## src/rtl/ccs_pkg.sv

```systemverilog
/*
 * Constants and carrier types for the charger control sequencer.
 * Assumes a 250 MHz ref_clk; all comparator inputs are digital levels.
 */
package ccs_pkg;

    // ------------------------------------------------------------
    // timing
    // ------------------------------------------------------------
    localparam int CLK_MHZ = 250;
    localparam int QUAL_DELAY_MS = 1200;
    localparam int QUAL_DELAY_CYC = QUAL_DELAY_MS * 1000 * CLK_MHZ;
    localparam int SS_STEP_US = 1700;
    localparam int SS_STEP_CYC = SS_STEP_US * CLK_MHZ;
    localparam int SW_FREQ_KHZ = 300;
    // longest period that fits: round down
    localparam int SW_PERIOD_CYC = (CLK_MHZ * 1000) / SW_FREQ_KHZ;
    localparam int DEAD_NS = 30;
    localparam int DEAD_CYC = (DEAD_NS * CLK_MHZ + 999) / 1000;
    localparam int RECHG_NS = 80;
    localparam int RECHG_CYC = (RECHG_NS * CLK_MHZ + 999) / 1000;
    localparam int BOOT_LOW_CYCLES = 3;
    localparam int SS_STEPS = 8;

    localparam int CNT_W = 32;
    localparam int PER_W = 10;
    localparam int SS_W = 4;
    localparam logic [PER_W-1:0] PER_LAST = PER_W'(SW_PERIOD_CYC - 1);
    localparam logic [PER_W-1:0] DEAD_LEN = PER_W'(DEAD_CYC);
    localparam logic [PER_W-1:0] RECHG_LEN = PER_W'(RECHG_CYC);
    // high-side must leave room for two dead-times plus recharge pulse
    localparam logic [PER_W-1:0] HS_MAX_ON = PER_W'(SW_PERIOD_CYC - DEAD_CYC - RECHG_CYC - DEAD_CYC);
    localparam logic [SS_W-1:0] SS_FULL = SS_W'(SS_STEPS);
    localparam logic [1:0] BOOT_LIMIT = 2'(BOOT_LOW_CYCLES);

    // ------------------------------------------------------------
    // carriers
    // ------------------------------------------------------------
    typedef struct packed {
        logic charge_disable_input;
        logic supply_above_lockout;
        logic supply_above_csa;
        logic adapter_bias;
        logic adapter_valid;
        logic adapter_above_bat;
        logic adapter_ovp;
        logic adapter_ocp;
        logic gate_regulator_good;
        logic reference_good;
        logic temp_above_trip;
        logic temp_below_release;
    } ccs_supply_s;

    typedef struct packed {
        logic pwm_request;
        logic bootstrap_low;
        logic below_sync_threshold;
        logic bat_above_high_ovp;
        logic bat_below_low_ovp;
    } ccs_conv_s;

    typedef enum {
        CCS_OFF,
        CCS_QUAL,
        CCS_CHARGE
    } ccs_state_e;

    typedef enum {
        CCS_PH_HIGH,
        CCS_PH_DEAD1,
        CCS_PH_LOW,
        CCS_PH_RECHG,
        CCS_PH_IDLE
    } ccs_phase_e;

endpackage
```

## src/rtl/ccs_charger_seq.sv

```systemverilog
/*
 * Charger control sequencer: charge qualification, soft-start,
 * fixed-frequency gate-drive timing and protection.
 * Assumes all comparator levels arrive asynchronously on pins.
 */
`timescale 1ns/100ps

// Overview of operation
// charge enables only when every supply, adapter, delay, good and thermal term holds.
// any disable, lockout, adapter fault, overcurrent or thermal trip ends charge.
// thermal trip latches off until temperature falls below release point.
// current reference ramps from low to full in equal steps each enable.
// each step lasts a fixed interval; seven intervals take the ramp from step 1 to full.
// switching period is fixed, independent of all analog conditions.
// zero to near-full duty; high-side never held on continuously.
// bootstrap low over three cycles gives one recharge pulse, then resume.
// non-synchronous below sync threshold, synchronous otherwise.
// synchronous low-side is complementary with dead-time at each edge.
// non-synchronous low-side gives one short pulse after dead-time.
// bootstrap low keeps high-side off; only the recharge pulse on low-side.
// input current monitor grounded until supply and adapter bias are met.
// below lockout gate regulator and reference stay inactive.
// battery overvoltage blocks high-side until below lower ratio.
// battery discharge sink on only while charging.
// overcurrent turns high-side off, resumes when it clears.
// adapter detection starts the post-detect delay.
// all timing from counters; step and all counters but the post-detect delay reset when charge stops.
module ccs_charger_seq #(
    parameter int QUAL_CYCLES = ccs_pkg::QUAL_DELAY_CYC,
    parameter int SS_STEP_CYCLES = ccs_pkg::SS_STEP_CYC
) (
    input wire logic ref_clk,
    input wire logic rst_n,
    input wire logic clk_en,
    input wire ccs_pkg::ccs_supply_s supply_in,
    input wire ccs_pkg::ccs_conv_s conv_in,
    output logic charge_active,
    output logic [3:0] current_ref_step,
    output logic high_side_drive,
    output logic low_side_drive,
    output logic sync_mode,
    output logic discharge_sink_en,
    output logic input_current_monitor_en,
    output logic gate_drive_regulator_en,
    output logic reference_en,
    output logic thermal_shutdown
);

    // ------------------------------------------------------------
    // input synchronisers
    // ------------------------------------------------------------
    localparam int SW = $bits(ccs_pkg::ccs_supply_s);
    localparam int CW = $bits(ccs_pkg::ccs_conv_s);

    logic [SW-1:0] sup_meta_q;
    logic [SW-1:0] sup_sync_q;
    logic [CW-1:0] conv_meta_q;
    logic [CW-1:0] conv_sync_q;
    ccs_pkg::ccs_supply_s sup;
    ccs_pkg::ccs_conv_s cnv;

    always_ff @(posedge ref_clk)
    begin
        if (!rst_n)
        begin
            sup_meta_q <= '0;
            sup_sync_q <= '0;
            conv_meta_q <= '0;
            conv_sync_q <= '0;
        end
        else if (clk_en)
        begin
            sup_meta_q <= supply_in;
            sup_sync_q <= sup_meta_q;
            conv_meta_q <= conv_in;
            conv_sync_q <= conv_meta_q;
        end
    end

    assign sup = ccs_pkg::ccs_supply_s'(sup_sync_q);
    assign cnv = ccs_pkg::ccs_conv_s'(conv_sync_q);

    // ------------------------------------------------------------
    // thermal hysteresis
    // ------------------------------------------------------------
    logic therm_q;

    always_ff @(posedge ref_clk)
    begin
        if (!rst_n)
            therm_q <= 1'b0;
        else if (clk_en)
        begin
            if (sup.temp_above_trip)
                therm_q <= 1'b1;
            else if (sup.temp_below_release)
                therm_q <= 1'b0;
        end
    end

    // ------------------------------------------------------------
    // charge qualification
    // ------------------------------------------------------------
    logic adapter_ok;
    logic stop_cond;
    logic start_cond;
    logic [ccs_pkg::CNT_W-1:0] qual_cnt_q;
    logic [ccs_pkg::CNT_W-1:0] ss_cnt_q;
    logic [3:0] step_q;
    ccs_pkg::ccs_state_e state_q;
    logic qual_done;

    assign adapter_ok = sup.supply_above_lockout && sup.adapter_valid
                        && sup.adapter_above_bat && !sup.adapter_ovp;

    assign stop_cond = sup.charge_disable_input || !sup.supply_above_lockout
                       || !sup.adapter_valid || !sup.adapter_above_bat
                       || sup.adapter_ovp || sup.adapter_ocp || therm_q;

    assign start_cond = !sup.charge_disable_input && adapter_ok && qual_done
                        && sup.gate_regulator_good && sup.reference_good
                        && !therm_q && !sup.adapter_ocp;
    assign qual_done = (qual_cnt_q >= ccs_pkg::CNT_W'(QUAL_CYCLES));

    // post-detect delay runs while an adapter stays detected and supply is above lockout
    always_ff @(posedge ref_clk)
    begin
        if (!rst_n)
            qual_cnt_q <= '0;
        else if (clk_en)
        begin
            if (!sup.adapter_valid || !sup.supply_above_lockout)
                qual_cnt_q <= '0;
            else if (!qual_done)
                qual_cnt_q <= qual_cnt_q + 1'b1;
        end
    end

    always_ff @(posedge ref_clk)
    begin
        if (!rst_n)
            state_q <= ccs_pkg::CCS_OFF;
        else if (clk_en)
        begin
            case (state_q)
                ccs_pkg::CCS_OFF:
                    if (start_cond)
                        state_q <= ccs_pkg::CCS_CHARGE;
                ccs_pkg::CCS_QUAL:
                    state_q <= ccs_pkg::CCS_OFF;
                ccs_pkg::CCS_CHARGE:
                    if (stop_cond)
                        state_q <= ccs_pkg::CCS_OFF;
                default:
                    state_q <= ccs_pkg::CCS_OFF;
            endcase
        end
    end

    logic charging;
    assign charging = (state_q == ccs_pkg::CCS_CHARGE);

    // ------------------------------------------------------------
    // soft-start
    // ------------------------------------------------------------
    always_ff @(posedge ref_clk)
    begin
        if (!rst_n)
        begin
            ss_cnt_q <= '0;
            step_q <= '0;
        end
        else if (clk_en)
        begin
            if (!charging)
            begin
                ss_cnt_q <= '0;
                step_q <= '0;
            end
            else if (step_q == '0)
                step_q <= 4'h1;
            else if (step_q != ccs_pkg::SS_FULL)
            begin
                if (ss_cnt_q >= ccs_pkg::CNT_W'(SS_STEP_CYCLES - 1))
                begin
                    ss_cnt_q <= '0;
                    step_q <= step_q + 4'h1;
                end
                else
                    ss_cnt_q <= ss_cnt_q + 1'b1;
            end
        end
    end

    // ------------------------------------------------------------
    // switching timing
    // ------------------------------------------------------------
    logic [ccs_pkg::PER_W-1:0] per_q;
    logic [ccs_pkg::PER_W-1:0] ph_cnt_q;
    ccs_pkg::ccs_phase_e phase_q;
    logic cycle_start;
    logic ovp_q;
    logic [1:0] boot_cnt_q;
    logic boot_rechg_q;
    logic hs_allow;

    assign cycle_start = (per_q == ccs_pkg::PER_LAST);

    always_ff @(posedge ref_clk)
    begin
        if (!rst_n)
            per_q <= '0;
        else if (clk_en)
        begin
            if (!charging || cycle_start)
                per_q <= '0;
            else
                per_q <= per_q + 1'b1;
        end
    end

    always_ff @(posedge ref_clk)
    begin
        if (!rst_n)
            ovp_q <= 1'b0;
        else if (clk_en)
        begin
            if (cnv.bat_above_high_ovp)
                ovp_q <= 1'b1;
            else if (cnv.bat_below_low_ovp)
                ovp_q <= 1'b0;
        end
    end

    // count consecutive cycles with low bootstrap
    always_ff @(posedge ref_clk)
    begin
        if (!rst_n)
        begin
            boot_cnt_q <= '0;
            boot_rechg_q <= 1'b0;
        end
        else if (clk_en)
        begin
            if (!charging || !cnv.bootstrap_low)
            begin
                boot_cnt_q <= '0;
                boot_rechg_q <= 1'b0;
            end
            else if (cycle_start)
            begin
                if (boot_cnt_q == ccs_pkg::BOOT_LIMIT)
                begin
                    boot_rechg_q <= 1'b1;
                    boot_cnt_q <= '0;
                end
                else
                begin
                    boot_cnt_q <= boot_cnt_q + 2'h1;
                    boot_rechg_q <= 1'b0;
                end
            end
        end
    end


    assign hs_allow = charging && !cnv.bootstrap_low && !ovp_q && !sup.adapter_ocp;

    always_ff @(posedge ref_clk)
    begin
        if (!rst_n)
        begin
            phase_q <= ccs_pkg::CCS_PH_IDLE;
            ph_cnt_q <= '0;
        end
        else if (clk_en)
        begin
            ph_cnt_q <= ph_cnt_q + 1'b1;
            if (!charging)
            begin
                phase_q <= ccs_pkg::CCS_PH_IDLE;
                ph_cnt_q <= '0;
            end
            else if (cycle_start)
            begin
                ph_cnt_q <= '0;
                if (hs_allow && cnv.pwm_request)
                    phase_q <= ccs_pkg::CCS_PH_HIGH;
                else if (boot_rechg_q || (cnv.bootstrap_low && boot_cnt_q == ccs_pkg::BOOT_LIMIT))
                    phase_q <= ccs_pkg::CCS_PH_DEAD1;
                else
                    phase_q <= ccs_pkg::CCS_PH_IDLE;
            end
            else
            begin
                case (phase_q)
                    ccs_pkg::CCS_PH_HIGH:
                        if (!hs_allow || !cnv.pwm_request
                            || ph_cnt_q >= ccs_pkg::HS_MAX_ON - 1'b1)
                        begin
                            phase_q <= ccs_pkg::CCS_PH_DEAD1;
                            ph_cnt_q <= '0;
                        end
                    ccs_pkg::CCS_PH_DEAD1:
                        if (ph_cnt_q >= ccs_pkg::DEAD_LEN - 1'b1)
                        begin
                            ph_cnt_q <= '0;
                            if (cnv.below_sync_threshold || cnv.bootstrap_low)
                                phase_q <= ccs_pkg::CCS_PH_RECHG;
                            else
                                phase_q <= ccs_pkg::CCS_PH_LOW;
                        end
                    ccs_pkg::CCS_PH_LOW:
                        if (per_q >= ccs_pkg::PER_LAST - ccs_pkg::DEAD_LEN)
                            phase_q <= ccs_pkg::CCS_PH_IDLE;
                    ccs_pkg::CCS_PH_RECHG:
                        if (ph_cnt_q >= ccs_pkg::RECHG_LEN - 1'b1)
                            phase_q <= ccs_pkg::CCS_PH_IDLE;
                    ccs_pkg::CCS_PH_IDLE:
                        phase_q <= ccs_pkg::CCS_PH_IDLE;
                    default:
                        phase_q <= ccs_pkg::CCS_PH_IDLE;
                endcase
            end
        end
    end

    // ------------------------------------------------------------
    // registered outputs
    // ------------------------------------------------------------
    always_ff @(posedge ref_clk)
    begin
        if (!rst_n)
        begin
            high_side_drive <= 1'b0;
            low_side_drive <= 1'b0;
            sync_mode <= 1'b0;
        end
        else if (clk_en)
        begin
            high_side_drive <= (phase_q == ccs_pkg::CCS_PH_HIGH) && hs_allow;
            low_side_drive <= (phase_q == ccs_pkg::CCS_PH_LOW)
                              || (phase_q == ccs_pkg::CCS_PH_RECHG);
            sync_mode <= !cnv.below_sync_threshold;
        end
    end

    always_ff @(posedge ref_clk)
    begin
        if (!rst_n)
        begin
            charge_active <= 1'b0;
            current_ref_step <= '0;
            discharge_sink_en <= 1'b0;
            input_current_monitor_en <= 1'b0;
            gate_drive_regulator_en <= 1'b0;
            reference_en <= 1'b0;
            thermal_shutdown <= 1'b0;
        end
        else if (clk_en)
        begin
            charge_active <= charging;
            current_ref_step <= step_q;
            discharge_sink_en <= charging;
            input_current_monitor_en <= sup.supply_above_csa && sup.adapter_bias;
            gate_drive_regulator_en <= sup.supply_above_lockout && sup.adapter_bias;
            reference_en <= sup.supply_above_lockout && sup.adapter_bias;
            thermal_shutdown <= therm_q;
        end
    end

endmodule

```

## config.mk

```make
export PLATFORM = sky130hd
export DESIGN_NAME = ccs_charger_seq
export DESIGN_NICKNAME = d
export VERILOG_FILES = /design/src/rtl/ccs_pkg.sv /design/src/rtl/ccs_charger_seq.sv
export SDC_FILE = /design/constraint.sdc
export NUM_CORES = 1
export LEC_CHECK = 0
export BUFFER_PORTS_ARGS = -buffer_cell sky130_fd_sc_hd__buf_2
export CAP_MARGIN = 20
export CORE_ASPECT_RATIO = 0.9
export CORE_UTILIZATION = 35
export CTS_CLUSTER_DIAMETER = 100
export DETAILED_ROUTE_END_ITERATION = 10
export PLACE_DENSITY = 0.57
export SKIP_CTS_REPAIR_TIMING = 1
export SYNTH_ARGS = -nofsm -noshare
export SYNTH_HDL_FRONTEND = slang
export SYNTH_SLANG_ARGS = --single-unit
```

## constraint.sdc

```tcl
create_clock -name ref_clk -period 2.1 [get_ports ref_clk]
set_clock_uncertainty 0.2 [all_clocks]
set_input_delay 0.21 -clock ref_clk [delete_from_list [all_inputs] [get_ports ref_clk]]
set_output_delay 0.21 -clock ref_clk [all_outputs]
set_load 0.05 [all_outputs]
```

**Word level (Yosys, flattened, before mapping)**

Cells that the tools add are included.

- Flip-flop bits (word level): 202

- Add/subtract/negate cells: 6
- Magnitude comparators: 6
- Equal/unequal tests: 21
- Reduce and logical (&&, ||, !) cells: 59
- Muxes and demuxes: 39

Operators by type and width:

| cell | number |
|---|---|
| 32-bit 2-to-1 mux | 14 |
| 32-bit case mux with 4 select lines | 1 |
| 32-bit by 2-bit equality test with 1-bit output (second input constant) | 3 |
| 32-bit by 3-bit equality test with 1-bit output (second input constant) | 3 |
| 32-bit logical NOT | 3 |
| 32-bit by 1-bit adder with 32-bit output (second input constant) | 2 |
| 32-bit case mux with 2 select lines | 1 |
| 10-bit 2-to-1 mux | 5 |
| 32-bit by 1-bit equality test with 1-bit output (second input constant) | 1 |
| 32-bit by 19-bit >= comparator with 1-bit output (second input constant) | 1 |
| 32-bit by 29-bit >= comparator with 1-bit output (second input constant) | 1 |
| 10-bit by 1-bit adder with 10-bit output (second input constant) | 2 |
| 10-bit >= comparator (second input constant) | 2 |
| 4-bit != test (second input constant) | 5 |
| 10-bit case mux with 2 select lines | 1 |
| 1-bit logical AND | 17 |
| 4-bit 2-to-1 mux | 4 |
| 1-bit logical OR | 14 |
| 1-bit logical NOT | 13 |
| 10-bit equality test (second input constant) | 1 |
| 10-bit by 3-bit >= comparator with 1-bit output (second input constant) | 1 |
| 10-bit by 5-bit >= comparator with 1-bit output (second input constant) | 1 |
| 3-bit AND reduction | 3 |
| 1-bit 2-to-1 mux | 8 |
| 12 further kinds | 24 |

**Logic depth before layout (Yosys ltp)**

Gate-level depths: netlist of the first run.

- Depth after elaboration: 11
- Gate-level depth with buffers: 9

**Least setup slack after synthesis of the first run**

Ideal clock, no wire load.

- Path type: register to register
- Start point: register step_q[0]
- End point: register ss_cnt_q[2] (netlist name)
- Clock period less this slack: 2,127 ps
- Arrival: 1,855 ps
- Library setup time: 72 ps
- Buffers on the path: 1
- Setup slack: -27 ps
- Stages on the path, launching flop included: 9
- Required time: 1,828 ps
- Cell sequence: dfxtp_1 -> inv_1 -> ha_1 -> nor2b_1 -> nand2_1 -> a21oi_1 -> clkbuf_1 -> a21oi_1 -> mux2i_1

- Longest elaborated chain between the ends: 3
- Elaborated cells between the ends (all ways): 5
- Classes of those cells: eq/ne (3); reduce/logical (2)

RTL lines:

| item | line | source |
|---|---|---|
| start: declaration | ccs_charger_seq.sv:109 | `logic [3:0] step_q;` |
| start signal: assignment | ccs_charger_seq.sv:187 | `step_q <= step_q + 4'h1;` |
| 4-bit != test or 4-bit logical NOT (tied branches) | ccs_charger_seq.sv:182, ccs_charger_seq.sv:180 |  |
| 2-bit by 1-bit != test with 1-bit output (no line) or 2-bit != test (tied branches) | n/a |  |
| 3-bit AND reduction (no line) (*) | n/a |  |
| end signal: assignment | ccs_charger_seq.sv:190 | `ss_cnt_q <= ss_cnt_q + 1'b1;` |
| end: declaration | ccs_charger_seq.sv:108 | `logic [ccs_pkg::CNT_W-1:0] ss_cnt_q;` |

Mark *: on every way between the ends. The rest lies on a longest branch, timed or not.
A chain may end at the register's enable or synchronous reset.

**Worst setup path after layout of the first run**

- Start point: register qual_cnt_q[20] (netlist name)
- End point: register qual_cnt_q[6] (netlist name)

- Longest elaborated chain between the ends: 3

RTL lines:

| item | line | source |
|---|---|---|
| start: declaration | ccs_charger_seq.sv:107 | `logic [ccs_pkg::CNT_W-1:0] qual_cnt_q;` |
| start signal: assignment | ccs_charger_seq.sv:135 | `qual_cnt_q <= qual_cnt_q + 1'b1;` |
| 32-bit by 29-bit >= comparator with 1-bit output | ccs_charger_seq.sv:123 | `assign qual_done = (qual_cnt_q >= ccs_pkg::CNT_W'(QUAL_CYCLES));` |
| 2-bit by 1-bit != test with 1-bit output (no line) | n/a |  |
| 2-bit AND reduction (no line) | n/a |  |

Every way passes these cells.

==> impl_metrics.tcl, run 1 <==
set metrics [dict create \
    dieArea_mm2 0.0190 \
    wirelength_um 15100 \
    hpwl_um 9640 \
    clockRootBuffer "clkbuf_16" \
    slew_headroom_pct 68.6 \
    vias 5438 \
    clock_sinks 142 \
    first_pass_iters 4 \
    hold_start "rst_n" \
    wl_per_cell_um 13.8 \
    port_buffers 32 \
    power.leakage_nw 3.38 \
    startpoint "qual_cnt_q[20]$_SDFFE_PN0P_" \
    grt-ovfl-total 0 \
    ioPinCount 33 \
    r2r_end "qual_cnt_q[6]$_SDFFE_PN0P_" \
    max-vdd-ir-drop_mv 0.548 \
    worst_slew_pin_slew_ps 465 \
    layout_setup_ws_ps -115 \
    rows 46 \
    grt_usage_pct 15.6 \
    insertion_delay_ps 420 \
    reg2reg_depth 6 \
    ys.warnings.count 0 \
    rsz0062_at_grt "true" \
    cts_buffer_depth 2 \
    r2r-start "qual_cnt_q[20]$_SDFFE_PN0P_" \
    async_flop_share_pct 0 \
    fin_area_mm2 0.00898 \
    cts_tree "built" \
    setup_viol 37 \
    fin_crit_ps 2220 \
    diodes 0 \
    path_class "flip-flop to flip-flop" \
    grt_max_degree 60 \
    h-tree-depth 4 \
    cap_viol_max_count 0 \
    drv_slew 0 \
    fmax_mhz 451 \
    syn_nets 746 \
    synth_area_per_cell_um2 9.01 \
    syn_area_mm2 0.00645 \
    core_region_area_mm2 0.0178 \
    synth-edff-count 0 \
    grt_pass1_wl_um 23900 \
    drc 0 \
    setup_tns_ps -2480 \
    gp_congestion 0.773 \
    synthTopCellsByCount "dfxtp_1, nor2_1, mux2i_1" \
    violations "setup timing" \
    hold_depth 3 \
    die_h_um 131 \
    seqCellArea_mm2 0.00285 \
    rrSetupSlack_ps -120 \
    detailed_place.area_mm2 0.00747 \
    holdWs_ps 8.42 \
    hold_path_class "input port to flip-flop" \
    grt_pass1_vias 5000 \
    cp.required_ps 2210 \
    power.density_mw_per_mm2 707 \
    synth_cells 716 \
    status "complete, but fails checks" \
    synth_seq_cells 142 \
    final_antenna_net_count 0 \
    dp_slack_ps -95.1 \
    n_fill_cell 1661 \
    ys_types 68 \
    fp.dieW_um 145 \
    start_util_pct 36.2 \
    avgViaCountPerCell 4.95 \
    finalHoldViolCount 0 \
    synth_top_area_cell "dfxtp_1" \
    multiInputGateArea_mm2 0.00387 \
    synth_ff_type "dfxtp_1" \
    fin_crit_sh_pct 105 \
    critPathArrivalTime_ps 2330 \
    cts_buffers 17 \
    syn2layout_area_growth_pct 39.2 \
    synth_most_common_cell "dfxtp_1" \
    layout.nets 876 \
    drt_iter0_markers 202 \
    synth_area_leaders "dfxtp_1, mux2i_1, nor2_1" \
    ys_seq_area_share_pct 44.1 \
    drive_gt1_share_pct 29.4 \
    antenna_found_initial 0 \
    critPathCaptureType "flip-flop" \
    hold_path_end "phase_q[2]$_SDFFE_PN1P_" \
    clkTransAtPathRegs_ps 60 \
    yosys.area.top_type_share_pct 44.1 \
    critPathLaunchType "flip-flop" \
    cp_max_fo 8 \
]
per-stage QoR:
step | total power [mW] | std cells | util [%]
global placement | 3.03 | 1040 | 41.9
finish | 6.35 | 1098 | 50.3
floorplan | 2.95 | 716 | -
detailed placement | 3.03 | 1040 | 41.9
global route | 6.56 | 1098 | 50.3
CTS | 6.38 | 1071 | 45.5
worst max path at each step:
stage | end | cells past startpoint
after global routing | qual_cnt_q[11]$_SDFFE_PN0P_ | 7
after floorplan | qual_cnt_q[26]$_SDFFE_PN0P_ | 5
after CTS | qual_cnt_q[26]$_SDFFE_PN0P_ | 6
after detailed placement | qual_cnt_q[26]$_SDFFE_PN0P_ | 6
final | qual_cnt_q[6]$_SDFFE_PN0P_ | 6
after global placement | qual_cnt_q[26]$_SDFFE_PN0P_ | 6
sequential cells by signal, indices dropped and copies added, names as in the netlist, 2 cells and up:
signal            cells
conv_meta_q           5
cnv                   5
sup_meta_q           12
ph_cnt_q             10
current_ref_step      4
per_q                10
step_q                4
boot_cnt_q            2
ss_cnt_q             32
qual_cnt_q           32
sup                  12
phase_q               3
layout make-up:
type / instances / share of cell area [%]
Sequential cell: 142 / 31.8
Timing Repair Buffer: 148 / 13.6
Clock inverter: 12 / 2.31
Inverter: 22 / 0.919
Multi-Input combinational cell: 515 / 43.1
Tap cell: 240 / 3.34
Clock buffer: 19 / 4.93
placed cells by master (no fill, tap or decap), drive strengths merged, types with 4 or more instances in the layout:
master	instances
a21o	7
a22o	6
buf	128
clkbuf	22
and2	15
dlygate4sd3	17
bufinv	5
and4	5
ha	10
dfxtp	142
a31oi	4
nand4	22
nor2b	7
a21oi	30
a22oi	6
nor4	16
xnor2	30
nor4b	5
mux2i	50
nor2	107
o21ai	16
nand3	32
and3	10
inv	24
or3	11
nor3	20
nand2	48
a211oi	5
xor2	7
nor3b	7
logic make-up after synthesis:
kind of cell    after synthesis  share of synthesized area [%]
mux                          53                           8.28
simple gates                314                           25.8
fa+ha+maj                    10                           1.94
buf+inv                      59                           3.98
compound gates              101                           10.9
xor+xnor                     37                           5.02
flops                       142                           44.1
worst max-delay path, cell delays in order, from the launching register on:
cell	delay (ps)
dfxtp_2	320
or4_4	540
o2111a_2	380
buf_12	190
nor4_4	270
xnor2_1	150
nor2_1	50
metal layers:
metal | vias up | global-route usage, % | wire length, um
met5 | - | 0 | 0
met4 | 0 | 5.26 | 193
met3 | 18 | 4.34 | 415
met2 | 62 | 23.6 | 6600
met1 | 2559 | 21.4 | 7910
li1 | 2799 | - | -
report_power, final:
part           total (mW)  switching, mW  internal, mW
registers            2.75         0.0197          2.73
logic               0.265          0.150         0.115
clock network        3.34           1.19          2.15
No activity file was read; power rests on OpenSTA's default activity.
==> run 2: changes to the inputs <==
- BUFFER_PORTS_ARGS: -buffer_cell sky130_fd_sc_hd__buf_2 -> unset
- CORE_MARGIN: unset -> 5
- DONT_BUFFER_PORTS: unset -> 1
- PLACE_DENSITY: 0.57 -> 0.56
==> impl_metrics.tcl, run 2 (synthesis results as in run 1) <==
set metrics [dict create \
    dieArea_mm2 0.0213 \
    critPathLaunchType "flip-flop" \
    layout_setup_ws_ps -146 \
    layout_commonest_cell "dfxtp_1" \
    avgViaCountPerCell 5.12 \
    hpwl_um 10100 \
    antenna_found_initial 0 \
    cts_buffers 17 \
    cts_tree "built" \
    start_util_pct 35.3 \
    n_fill_cell 1657 \
    cap_viol_max_count 0 \
    fin_crit_sh_pct 107 \
    die_h_um 139 \
    grt_pass1_vias 5180 \
    hold_depth 2 \
    drv_slew 0 \
    finalHoldViolCount 1 \
    detailed_place.area_mm2 0.00735 \
    rows 47 \
    holdWs_ps -17.6 \
    dp.cells 1021 \
    critPathArrivalTime_ps 2350 \
    first_pass_iters 5 \
    diodes 0 \
    setup_viol 44 \
    drt_iter0_markers 309 \
    gp_congestion 0.838 \
    final_antenna_net_count 0 \
    power.density_mw_per_mm2 677 \
    grt_max_degree 71 \
    h-tree-depth 4 \
    fmax_mhz 445 \
    drc 0 \
    grt_usage_pct 13.9 \
    layout.nets 872 \
    multiInputGateArea_mm2 0.00387 \
    grt_pass1_wl_um 24800 \
    grt-ovfl-total 0 \
    seqCellArea_mm2 0.00286 \
    clockRootBuffer "clkbuf_16" \
    hold_path_end "state_q[1]$_SDFFE_PN0P_" \
    vias 5637 \
    fin_area_mm2 0.00902 \
    setup_tns_ps -2790 \
    core_region_area_mm2 0.0183 \
    max-vdd-ir-drop_mv 0.536 \
    layoutNonFillerInstCount 1100 \
    clock_sinks 142 \
    violations "hold timing, setup timing" \
    path_class "flip-flop to flip-flop" \
    cp_max_fo 5 \
    r2r-start "qual_cnt_q[17]$_SDFFE_PN0P_" \
    slew_headroom_pct 58.6 \
    r2r_end "qual_cnt_q[11]$_SDFFE_PN0P_" \
    hold_start "clk_en" \
    max_stage_delay_ps 550 \
    top_regs "qual_cnt_q (32), ss_cnt_q (32)" \
    dp_slack_ps -176 \
    syn2layout_area_growth_pct 39.8 \
    crit_chain "or4_4 -> o2111a_2 -> buf_6 -> nor4b_4 -> xnor2_1 -> nor2_1" \
    rsz0062_at_grt "true" \
    cts_buffer_depth 2 \
    power_mw 6.11 \
    rrSetupSlack_ps -150 \
    insertion_delay_ps 430 \
    power.leakage_nw 3.35 \
    wl_per_cell_um 15.3 \
    ioPinCount 33 \
    fin_crit_ps 2250 \
    wirelength_um 16800 \
    critPathCaptureType "flip-flop" \
    cp.required_ps 2200 \
    clkTransAtPathRegs_ps 60 \
    worst_slew_pin_slew_ps 621 \
    final_cell_mix "dfxtp_1, nor2_1, buf_4" \
    fp.dieW_um 153 \
    port_buffers 0 \
    reg2reg_depth 6 \
    worst_path_max_delay_cell "or4_4" \
    status "complete, but fails checks" \
    hold_path_class "input port to flip-flop" \
    drive_gt1_share_pct 27.6 \
]
## run 2: changes by cell type in the layout (fill, tap and decap cells not counted), moves of 3 or more
cell	before	now
buf_2	31	0
dlygate4sd3_1	17	31
buf_4	84	95
buf_8	0	3
bufinv_16	5	2
nor3_2	3	6
nor3_4	8	5
## run 2: stage by stage
| step | util (%) | hold slack [ps] |
|---|---|---|
| floorplan | - | 157 |
| global placement | 40.2 | 97.9 |
| detailed placement | 40.2 | 107 |
| CTS | 43.5 | -341 |
| global route | 49.3 | 6.16 |
| finish | 49.3 | -17.6 |
## run 2: worst max path at each step
stage                                      startpoint                           to  slack [ps]  depth (start not counted)
final                     qual_cnt_q[17]$_SDFFE_PN0P_  qual_cnt_q[11]$_SDFFE_PN0P_        -150                          6
after global routing        ss_cnt_q[28]$_SDFFE_PN0P_     ss_cnt_q[5]$_SDFFE_PN0P_        -220                          7
after CTS                 qual_cnt_q[25]$_SDFFE_PN0P_  qual_cnt_q[11]$_SDFFE_PN0P_        -220                          7
after detailed placement  qual_cnt_q[25]$_SDFFE_PN0P_  qual_cnt_q[11]$_SDFFE_PN0P_        -180                          7
after global placement    qual_cnt_q[25]$_SDFFE_PN0P_  qual_cnt_q[17]$_SDFFE_PN0P_        -130                          7
after floorplan           qual_cnt_q[18]$_SDFFE_PN0P_  qual_cnt_q[26]$_SDFFE_PN0P_         -20                          5
## run 2: report_power, final
group          switching (mW)  total, mW  internal (mW)
logic                   0.139      0.261          0.122
clock network            1.30       3.09           1.80
registers              0.0252       2.75           2.73
## run 2: area by class of cell
class | count | share of cell area [%]
clock inverters | 15 | 2.00
clock buffers | 17 | 4.71
well taps | 245 | 3.40
repair buffers | 142 | 14.4
multi-input cells | 517 | 42.9
flip-flops and latches | 142 | 31.7
inverters | 22 | 0.915
## run 2: worst max-delay path: cells and delay by family (launching register included)
family          cells  cell delay [ps]
compound gates      1              370
xor+xnor            1              160
buf+inv             1              160
flops               1              320
simple gates        3              910
## run 2: layer usage
layer	vias to the layer above	track usage, %	part of all wire (%)
met5	-	0	0
met3	23	3.59	3.7
li1	2797	-	-
met1	2716	18.7	46
met4	0	4.78	1.4
met2	101	21.8	49
